`src/acfg_pkg.sv`:
```
// Purpose: constants shared by the converter configuration register bank
// Assumes: byte-wide registers, 9-bit register addresses
// Notes:   shadowed registers are listed in one table, indexed by SH_*
package acfg_pkg;
    localparam int ADDR_W = 9;
    localparam int DATA_W = 8;

    // register offsets
    localparam logic [8:0] OFS_POWER    = 9'h0_08;
    localparam logic [8:0] OFS_STAB     = 9'h0_09;
    localparam logic [8:0] OFS_DIVIDE   = 9'h0_0b;
    localparam logic [8:0] OFS_PATTERN  = 9'h0_0d;
    localparam logic [8:0] OFS_CHECK    = 9'h0_0e;
    localparam logic [8:0] OFS_FORMAT   = 9'h0_14;
    localparam logic [8:0] OFS_PHASE    = 9'h0_16;
    localparam logic [8:0] OFS_DOCDLY   = 9'h0_17;
    localparam logic [8:0] OFS_SPAN     = 9'h0_18;
    localparam logic [8:0] OFS_SIG_LOW  = 9'h0_24;
    localparam logic [8:0] OFS_SIG_HIGH = 9'h0_25;
    localparam logic [8:0] OFS_DITHER   = 9'h0_30;
    localparam logic [8:0] OFS_XFER     = 9'h0_ff;
    localparam logic [8:0] OFS_SYNC     = 9'h1_00;

    // shadowed group: index, offset, reset value, writable bits
    localparam int SH_COUNT   = 9;
    localparam int SH_POWER   = 0;
    localparam int SH_STAB    = 1;
    localparam int SH_DIVIDE  = 2;
    localparam int SH_PATTERN = 3;
    localparam int SH_CHECK   = 4;
    localparam int SH_FORMAT  = 5;
    localparam int SH_PHASE   = 6;
    localparam int SH_DOCDLY  = 7;
    localparam int SH_SPAN    = 8;
    localparam logic [8:0] SH_ADDR [SH_COUNT] = '{OFS_POWER, OFS_STAB, OFS_DIVIDE, OFS_PATTERN,
                                                 OFS_CHECK, OFS_FORMAT, OFS_PHASE, OFS_DOCDLY, OFS_SPAN};
    localparam logic [7:0] SH_RESET [SH_COUNT] = '{8'h80, 8'h01, 8'h00, 8'h00, 8'h04,
                                                  8'h00, 8'h00, 8'h00, 8'hc0};
    localparam logic [7:0] SH_MASK [SH_COUNT] = '{8'ha3, 8'h01, 8'h07, 8'h37, 8'h05,
                                                 8'hd7, 8'h87, 8'h1f, 8'hc0};

    // unshadowed registers
    localparam logic [7:0] DITHER_RESET = 8'h00;
    localparam logic [7:0] DITHER_MASK  = 8'h10;
    localparam logic [7:0] SYNC_RESET   = 8'h00;
    localparam logic [7:0] SYNC_MASK    = 8'h07;
    localparam logic [7:0] XFER_CMD     = 8'h01;

    // field positions
    localparam int PWR_INT_LSB   = 0;
    localparam int PWR_PIN_BIT   = 5;
    localparam int STAB_BIT      = 0;
    localparam int DIV_LSB       = 0;
    localparam int PAT_LSB       = 0;
    localparam int PAT_SHORT_RST = 4;
    localparam int PAT_LONG_RST  = 5;
    localparam int CHK_EN_BIT    = 0;
    localparam int CHK_RST_BIT   = 2;
    localparam int FMT_LSB       = 0;
    localparam int FMT_INV_BIT   = 2;
    localparam int FMT_OEB_BIT   = 4;
    localparam int FMT_LVDS_BIT  = 6;
    localparam int FMT_DRV_BIT   = 7;
    localparam int PHASE_LSB     = 0;
    localparam int PHASE_INV_BIT = 7;
    localparam int DOCDLY_LSB    = 0;
    localparam int SPAN_LSB      = 6;
    localparam int DITHER_BIT    = 4;
    localparam int SYNC_MASTER   = 0;
    localparam int SYNC_DIV_EN   = 1;
    localparam int SYNC_ONCE     = 2;

    // internal power-down and output format field codes
    localparam logic [1:0] PWR_CODE_OFF     = 2'h1;
    localparam logic [1:0] PWR_CODE_STANDBY = 2'h2;
    localparam logic [1:0] FMT_CODE_TWOS    = 2'h1;
    localparam logic [1:0] FMT_CODE_GRAY    = 2'h2;

    typedef enum logic [1:0] {ACFG_RUN, ACFG_OFF, ACFG_STANDBY} acfg_power_t;
    typedef enum logic [1:0] {ACFG_OFFSET_BIN, ACFG_TWOS_COMP, ACFG_GRAY} acfg_format_t;
endpackage

```
`src/acfg_bank.sv`:
```
// Purpose: configuration register bank of the converter, steering power,
//          clocking, test pattern, output format, reference and sync
// Assumes: register port strobes come from the serial port engine, SYS_CLK
// Notes:   shadowed registers act only after a transfer command
// Functional notes
// - internal power field: 00 and 11 run, 01 full power-down, 10 standby
// - one bit picks pin action: clear gives power-down, set gives standby
// - divide ratio is field plus one; nonzero field forces stabilizer on
// - test field picks midscale, full scales, checkerboard, two sequences; replaces data
// - format 00 and 11 offset binary, 01 twos complement, 10 gray; invert bit
// - phase field delays divider input 0 to 7 cycles; bit inverts output clock
// - shadowed registers act only after 0x01 to transfer; all update, bit self-clears
// - no sync function works unless master sync enable is set
// - master and divider sync enable set: every sync pulse realigns divider
// - next-only set: align to first pulse, then divider sync enable self-clears
module acfg_bank
    import acfg_pkg::*;
(
    input  wire logic                    SYS_CLK,
    input  wire logic                    RST,
    input  wire logic                    SOFT_RST,
    input  wire logic                    REG_WR,
    input  wire logic                    REG_RD,
    input  wire logic [acfg_pkg::ADDR_W-1:0] REG_ADDR,
    input  wire logic [acfg_pkg::DATA_W-1:0] REG_WDATA,
    output logic      [acfg_pkg::DATA_W-1:0] REG_RDATA,
    output logic                         REG_RVALID,
    input  wire logic                    PDWN_PIN,
    input  wire logic                    SYNC_PULSE,
    input  wire logic [15:0]             CHECK_SIGNATURE,
    output acfg_pkg::acfg_power_t        POWER_STATE,
    output logic                         STABILIZER_ON,
    output logic      [2:0]              DIVIDE_FIELD,
    output logic      [2:0]              DIVIDE_PHASE,
    output logic                         DIVIDER_ALIGN,
    output logic      [2:0]              PATTERN_SELECT,
    output logic                         PATTERN_ACTIVE,
    output logic                         LONG_PSEUDO_RANDOM_PATTERN_RESET,
    output logic                         SHORT_PSEUDO_RANDOM_PATTERN_RESET,
    output logic                         BUILT_IN_SELF_CHECK_EN,
    output logic                         BUILT_IN_SELF_CHECK_RESET,
    output acfg_pkg::acfg_format_t       DATA_FORMAT,
    output logic                         DATA_INVERT,
    output logic                         OUTPUT_DISABLE,
    output logic                         OUTPUT_LVDS,
    output logic                         OUTPUT_REDUCED_DRIVE,
    output logic                         DATA_OUTPUT_CLOCK_INVERT,
    output logic      [4:0]              DATA_OUTPUT_CLOCK_DELAY,
    output logic      [1:0]              REFERENCE_SPAN,
    output logic                         DITHER_EN
);
    import acfg_pkg::*;

    logic             reg_rst;
    logic             xfer;
    logic [SH_COUNT-1:0] sh_wr;
    logic [7:0]       sh_master [SH_COUNT];
    logic [7:0]       sh_active [SH_COUNT];
    logic [7:0]       dither_control;
    logic [7:0]       divider_sync_control;
    logic [7:0]       next_dither_control;
    logic [7:0]       next_divider_sync_control;
    logic             sync_gate;
    logic             next_align;
    logic [7:0]       next_rdata;
    logic             next_rvalid;
    acfg_power_t      next_power;
    acfg_format_t     next_format;

    // device reset and soft reset both restore defaults
    assign reg_rst = RST | SOFT_RST;

    // transfer command: write 0x01 to the transfer address, acts once, nothing is stored
    assign xfer = REG_WR && (REG_ADDR == OFS_XFER) && (REG_WDATA == XFER_CMD);

    // write decode for the shadowed group
    always_comb begin
        for (int i = 0; i < SH_COUNT; i++) begin
            sh_wr[i] = REG_WR && (REG_ADDR == SH_ADDR[i]);
        end
    end

    // shadowed bytes: master takes writes, active follows on transfer
    for (genvar gi = 0; gi < SH_COUNT; gi++) begin : g_shadow
        acfg_shadow_reg #(
            .RESET (SH_RESET[gi]),
            .MASK  (SH_MASK[gi])
        ) u_reg (
            .clk     (SYS_CLK),
            .rst     (reg_rst),
            .wr_en   (sh_wr[gi]),
            .wr_data (REG_WDATA),
            .xfer    (xfer),
            .master  (sh_master[gi]),
            .active  (sh_active[gi])
        );
    end

    // sync pulse passes only with master and divider sync enables set
    assign sync_gate = SYNC_PULSE && divider_sync_control[SYNC_MASTER]
                       && divider_sync_control[SYNC_DIV_EN];

    // unshadowed registers: dither and sync control act at once
    always_comb begin
        next_dither_control       = dither_control;
        next_divider_sync_control = divider_sync_control;
        if (REG_WR && REG_ADDR == OFS_DITHER) begin
            next_dither_control = REG_WDATA & DITHER_MASK;
        end
        if (sync_gate && divider_sync_control[SYNC_ONCE]) begin
            next_divider_sync_control[SYNC_DIV_EN] = 1'b0;
        end
        // a host write in the same cycle wins over the self-clear
        if (REG_WR && REG_ADDR == OFS_SYNC) begin
            next_divider_sync_control = REG_WDATA & SYNC_MASK;
        end
        next_align = sync_gate;
    end

    always_ff @(posedge SYS_CLK) begin
        if (reg_rst) begin
            dither_control       <= DITHER_RESET;
            divider_sync_control <= SYNC_RESET;
        end else begin
            dither_control       <= next_dither_control;
            divider_sync_control <= next_divider_sync_control;
        end
    end

    // read mux: master copies read back, unmapped and transfer read zero
    always_comb begin
        next_rdata  = 8'h00;
        next_rvalid = REG_RD;
        if (REG_RD) begin
            for (int i = 0; i < SH_COUNT; i++) begin
                if (REG_ADDR == SH_ADDR[i]) begin
                    next_rdata = sh_master[i];
                end
            end
            unique case (REG_ADDR)
                OFS_SIG_LOW:  next_rdata = CHECK_SIGNATURE[7:0];
                OFS_SIG_HIGH: next_rdata = CHECK_SIGNATURE[15:8];
                OFS_DITHER:   next_rdata = dither_control;
                OFS_SYNC:     next_rdata = divider_sync_control;
                default:      next_rdata = next_rdata;
            endcase
        end
    end

    always_ff @(posedge SYS_CLK) begin
        if (reg_rst) begin
            REG_RDATA  <= 8'h00;
            REG_RVALID <= 1'b0;
        end else begin
            REG_RDATA  <= next_rdata;
            REG_RVALID <= next_rvalid;
        end
    end

    // power state: the pin overrides the internal field while asserted
    always_comb begin
        if (PDWN_PIN) begin
            next_power = sh_active[SH_POWER][PWR_PIN_BIT] ? ACFG_STANDBY : ACFG_OFF;
        end else begin
            unique case (sh_active[SH_POWER][PWR_INT_LSB +: 2])
                PWR_CODE_OFF:     next_power = ACFG_OFF;
                PWR_CODE_STANDBY: next_power = ACFG_STANDBY;
                default:          next_power = ACFG_RUN;
            endcase
        end
    end

    // output format: 11 falls back to offset binary
    always_comb begin
        unique case (sh_active[SH_FORMAT][FMT_LSB +: 2])
            FMT_CODE_TWOS: next_format = ACFG_TWOS_COMP;
            FMT_CODE_GRAY: next_format = ACFG_GRAY;
            default:       next_format = ACFG_OFFSET_BIN;
        endcase
    end

    // control outputs, registered from the active copies, the power-down pin, the dither register and the sync gate
    always_ff @(posedge SYS_CLK) begin
        if (reg_rst) begin
            POWER_STATE                       <= ACFG_RUN;
            STABILIZER_ON                     <= SH_RESET[SH_STAB][STAB_BIT];
            DIVIDE_FIELD                      <= 3'h0;
            DIVIDE_PHASE                      <= 3'h0;
            DIVIDER_ALIGN                     <= 1'b0;
            PATTERN_SELECT                    <= 3'h0;
            PATTERN_ACTIVE                    <= 1'b0;
            LONG_PSEUDO_RANDOM_PATTERN_RESET  <= 1'b0;
            SHORT_PSEUDO_RANDOM_PATTERN_RESET <= 1'b0;
            BUILT_IN_SELF_CHECK_EN            <= 1'b0;
            BUILT_IN_SELF_CHECK_RESET         <= SH_RESET[SH_CHECK][CHK_RST_BIT];
            DATA_FORMAT                       <= ACFG_OFFSET_BIN;
            DATA_INVERT                       <= 1'b0;
            OUTPUT_DISABLE                    <= 1'b0;
            OUTPUT_LVDS                       <= 1'b0;
            OUTPUT_REDUCED_DRIVE              <= 1'b0;
            DATA_OUTPUT_CLOCK_INVERT          <= 1'b0;
            DATA_OUTPUT_CLOCK_DELAY           <= 5'h00;
            REFERENCE_SPAN                    <= SH_RESET[SH_SPAN][SPAN_LSB +: 2];
            DITHER_EN                         <= 1'b0;
        end else begin
            POWER_STATE                       <= next_power;
            STABILIZER_ON                     <= sh_active[SH_STAB][STAB_BIT]
                                                 | (|sh_active[SH_DIVIDE][DIV_LSB +: 3]);
            DIVIDE_FIELD                      <= sh_active[SH_DIVIDE][DIV_LSB +: 3];
            DIVIDE_PHASE                      <= sh_active[SH_PHASE][PHASE_LSB +: 3];
            DIVIDER_ALIGN                     <= next_align;
            PATTERN_SELECT                    <= sh_active[SH_PATTERN][PAT_LSB +: 3];
            PATTERN_ACTIVE                    <= |sh_active[SH_PATTERN][PAT_LSB +: 3];
            LONG_PSEUDO_RANDOM_PATTERN_RESET  <= sh_active[SH_PATTERN][PAT_LONG_RST];
            SHORT_PSEUDO_RANDOM_PATTERN_RESET <= sh_active[SH_PATTERN][PAT_SHORT_RST];
            BUILT_IN_SELF_CHECK_EN            <= sh_active[SH_CHECK][CHK_EN_BIT];
            BUILT_IN_SELF_CHECK_RESET         <= sh_active[SH_CHECK][CHK_RST_BIT];
            DATA_FORMAT                       <= next_format;
            DATA_INVERT                       <= sh_active[SH_FORMAT][FMT_INV_BIT];
            OUTPUT_DISABLE                    <= sh_active[SH_FORMAT][FMT_OEB_BIT];
            OUTPUT_LVDS                       <= sh_active[SH_FORMAT][FMT_LVDS_BIT];
            OUTPUT_REDUCED_DRIVE              <= sh_active[SH_FORMAT][FMT_DRV_BIT];
            DATA_OUTPUT_CLOCK_INVERT          <= sh_active[SH_PHASE][PHASE_INV_BIT];
            DATA_OUTPUT_CLOCK_DELAY           <= sh_active[SH_DOCDLY][DOCDLY_LSB +: 5];
            REFERENCE_SPAN                    <= sh_active[SH_SPAN][SPAN_LSB +: 2];
            DITHER_EN                         <= dither_control[DITHER_BIT];
        end
    end
endmodule

```
`src/acfg_shadow_reg.sv`:
```
// Purpose: one shadowed configuration byte, master copy plus active copy
// Assumes: write and transfer strobes are one-cycle pulses
// Notes:   bits outside MASK are held at zero
module acfg_shadow_reg #(
    parameter logic [7:0] RESET = 8'h00,
    parameter logic [7:0] MASK  = 8'hff
) (
    input  wire logic       clk,
    input  wire logic       rst,
    input  wire logic       wr_en,
    input  wire logic [7:0] wr_data,
    input  wire logic       xfer,
    output logic      [7:0] master,
    output logic      [7:0] active
);
    logic [7:0] next_master;
    logic [7:0] next_active;

    // host writes land in the master copy; transfer copies it to active
    always_comb begin
        next_master = wr_en ? (wr_data & MASK) : master;
        next_active = xfer ? master : active;
    end

    always_ff @(posedge clk) begin
        if (rst) begin
            master <= RESET;
            active <= RESET;
        end else begin
            master <= next_master;
            active <= next_active;
        end
    end
endmodule

```
`config.mk`:
```
export PLATFORM = sky130hd
export DESIGN_NAME = acfg_bank
export DESIGN_NICKNAME = d
export VERILOG_FILES = /design/src/acfg_pkg.sv /design/src/acfg_bank.sv /design/src/acfg_shadow_reg.sv
export SDC_FILE = /design/constraint.sdc
export NUM_CORES = 1
export LEC_CHECK = 0
export BUFFER_PORTS_ARGS = -buffer_cell sky130_fd_sc_hd__buf_2
export CAP_MARGIN = 20
export CORE_ASPECT_RATIO = 2
export CORE_MARGIN = 8
export CORE_UTILIZATION = 25
export DETAILED_ROUTE_END_ITERATION = 16
export PLACE_DENSITY_LB_ADDON = 0.3
export REMOVE_ABC_BUFFERS = 1
export SKIP_CTS_REPAIR_TIMING = 1
export SKIP_LAST_GASP = 1
export SLEW_MARGIN = 20
export SYNTH_ARGS = -nofsm -noshare
export SYNTH_HDL_FRONTEND = slang
export SYNTH_SLANG_ARGS = --single-unit
```
`constraint.sdc`:
```
create_clock -name SYS_CLK -period 5.2 [get_ports SYS_CLK]
set_input_delay 0.26 -clock SYS_CLK [delete_from_list [all_inputs] [get_ports SYS_CLK]]
set_output_delay 0.26 -clock SYS_CLK [all_outputs]
set_load 0.1 [all_outputs]
```
==> impl_metrics.toml <==
[place]
hpwl_mm = 9.25
dp_slack_ns = 2.17
io_buffer_count = 81
placed_cell_area_mm2 = 0.00479
place_inst = 740
place.gp.congestion = 0.930

[floorplan]
coreArea_mm2 = 0.0167
placementRows = 67
ioPinCount = 82
start_util_pct = 25.4
die_w_um = 108
dieArea_mm2 = 0.0216
die_h_um = 200

[sta]
worst_pin_slew_ns = 1.04
tns_ns = 0
fin_crit_ns = 2.64
slew_headroom_pct = 29.8
fmax_mhz = 379
fin_ws_ns = 2.56
period_share_pct = 50.7
rsz0062_at_grt = "false"
hold_viol_final = 0
final_max_slew_viol_count = 0
skew_ns = 0.00998
finalSetupViolations = 0

[clocking]
cts_tree = "yes"
cts_buffers = 9
cts.sinks = 109
cts_root_buf = "clkbuf_16"
cts_max_level = 3
clockBufferDepth = 2
cts.clk_slew.worst_paths_ns = 0.07
clk_latency_ns = 0.35

[finish]
fin_util_pct = 30.7
num-nets-final = 584
fillers = 1771
num_antenna_cells = 0
syn_to_final_growth_pct = 20.8
fin_cells = 756
final_area_mm2 = 0.00512
layout-drive-gt1-share_pct = 20.8

[global_routing]
grt_first_pass_wirelength_mm = 19.5
overflow = 0
grt_pass1_vias = 3734
grt_usage_pct = 11.7
antenna_found_initial = 0
grt_max_degree = 64

[critical_path]
r2r_cells = 5
path_class = "input port to register"
crit_start = "REG_WDATA[2]"
crit_fanout = 31
required_ns = 5.40
timing.rr.start = "g_shadow[2].u_reg.master[1]"
cp-start-kind = "input port"
end_kind = "register"
cp.arrival_ns = 2.84

[flow_run]
cap_violations = 0

[route]
vias = 3646
post_drt_via_cell_ratio = 4.82
wl_per_cell_um = 16.4
postRouteAntennaNets = 0
routed_wl_mm = 12.4
drtIter0Drc = 221
firstDrtPassIters = 4
remaining_drc_errors = 0

[worst_hold_path]
min_from = "RST"
whs_path_depth = 2
min_path_type = "input port to register"

[synth]
yosysMostFrequentCell = "dfxtp_1"
synth_top_family_by_area = "simple AND/OR/NAND/NOR gates"
synth_cells = 479
synthMuxAreaShare_pct = 7.06
synthAdderAreaFrac_pct = 0
synth-async-reset-ratio_pct = 0
synth_area_mm2 = 0.00424
synth_simple_gate_area_share_pct = 26.9
synth_warnings = 0
synth_compound_area_share_pct = 10.8
synth_top_area_share_pct = 51.5
ys_ff_latch = 109
synthTopCellsByArea = "dfxtp_1 (52%), nand2_1 (8.5%), a21oi_1 (5.8%)"
synth-xor-area-share_pct = 0
synth_top_area_cell = "dfxtp_1"
synth_cell_type_count = 46
avgSynthCellArea_um2 = 8.84
yosysSeqAreaShare_pct = 51.5
synth_common_cells = "dfxtp_1 (109), nand2_1 (96), a21oi_1 (49)"
synth_edf_count = 0
synthFlopType = "dfxtp_1"

[power_and_ir_drop]
power_density_mw_per_mm2 = 323
ir_drop_uv = 168
p_leak_nw = 1.94

[status]
status = "complete, no violations"
## per-layer routing
layer	up-vias	GRT usage, %	wire length (um)
li1	1786	-	-
met1	1730	11.9	4770
met2	111	20.9	6620
met3	19	2.09	566
met4	0	7.87	472
met5	-	0	0
## kinds of logic (layout without fill, tap and decap cells)
group / count (synthesis) / count (layout)
buf+inv: 34 / 104
mux: 29 / 29
compound gates: 78 / 78
flops: 109 / 109
simple gates: 229 / 229
## stage by stage
step	total power [W]	hold WS [ns]
CTS	0.00168	0.127
floorplan	0.000884	0.359
global route	0.00171	0.139
global placement	0.000933	0.436
finish	0.00165	0.144
detailed placement	0.000933	0.441
## cells in the final DEF, fill, tap and decap left out, types with 2 or more instances in the layout
| cell type | instances |
|---|---|
| o311ai_0 | 2 |
| nor4_1 | 3 |
| or3_1 | 6 |
| a22oi_1 | 5 |
| o22ai_1 | 2 |
| nor2_1 | 27 |
| clkbuf_16 | 9 |
| buf_2 | 81 |
| bufinv_16 | 2 |
| nand3b_1 | 4 |
| nand2_1 | 96 |
| a31oi_1 | 3 |
| or4b_2 | 2 |
| and3_1 | 5 |
| mux2i_1 | 22 |
| inv_6 | 2 |
| and2_1 | 23 |
| o21ai_0 | 5 |
| mux2_2 | 7 |
| a21oi_1 | 49 |
| nor4b_1 | 2 |
| or4_1 | 4 |
| nor3b_1 | 5 |
| a32oi_1 | 3 |
| inv_1 | 4 |
| nand3_1 | 30 |
| buf_4 | 3 |
| a211oi_1 | 2 |
| nand4b_1 | 3 |
| dfxtp_1 | 109 |
| nor3_1 | 8 |
## sequential cells by signal (all words and copies together) (netlist names), 2 cells and up
signal                   cells
POWER_STATE                  2
REFERENCE_SPAN               2
DATA_OUTPUT_CLOCK_DELAY      5
REG_RDATA                    8
DIVIDE_FIELD                 3
divider_sync_control         3
PATTERN_SELECT               3
DATA_FORMAT                  2
DIVIDE_PHASE                 3
g_shadow.u_reg.active       31
g_shadow.u_reg.master       32
## critical path, stage by stage
cell and delay [ns]:
buf_2 0.17, or4_1 0.54, or4_1 0.55, or4_1 1.01, nand2_1 0.22, a21oi_1 0.08
## power breakdown
| part | switching, W | total, W | leakage (nW) | internal [W] |
|---|---|---|---|---|
| combinational | 0.0000554 | 0.0000790 | 0.912 | 0.0000235 |
| sequential | 0.000000214 | 0.000835 | 0.878 | 0.000835 |
| clock | 0.000313 | 0.000740 | 0.154 | 0.000427 |
| total | 0.000369 | 0.00165 | 1.94 | 0.00128 |
## path summary, 6_finish.rpt
kind / end / slack [ns]
max: g_shadow[7].u_reg.active[2] / 2.56
min: REFERENCE_SPAN[0] / 0.14
max reg2reg: REG_RDATA[1] / 3.83
min reg2reg: DATA_FORMAT[1] / 0.44
## layout make-up
type | instances | area [um2] | area share, %
inverter | 4 | 15.0 | 0.293
sequential | 109 | 2180 | 42.7
timing repair buffer | 84 | 428 | 8.36
clock inverter | 6 | 93.8 | 1.83
tap | 207 | 259 | 5.06
clock buffer | 10 | 229 | 4.48
multi-input combinational | 336 | 1910 | 37.3
Note: power is estimated with default switching activity, not from simulation.
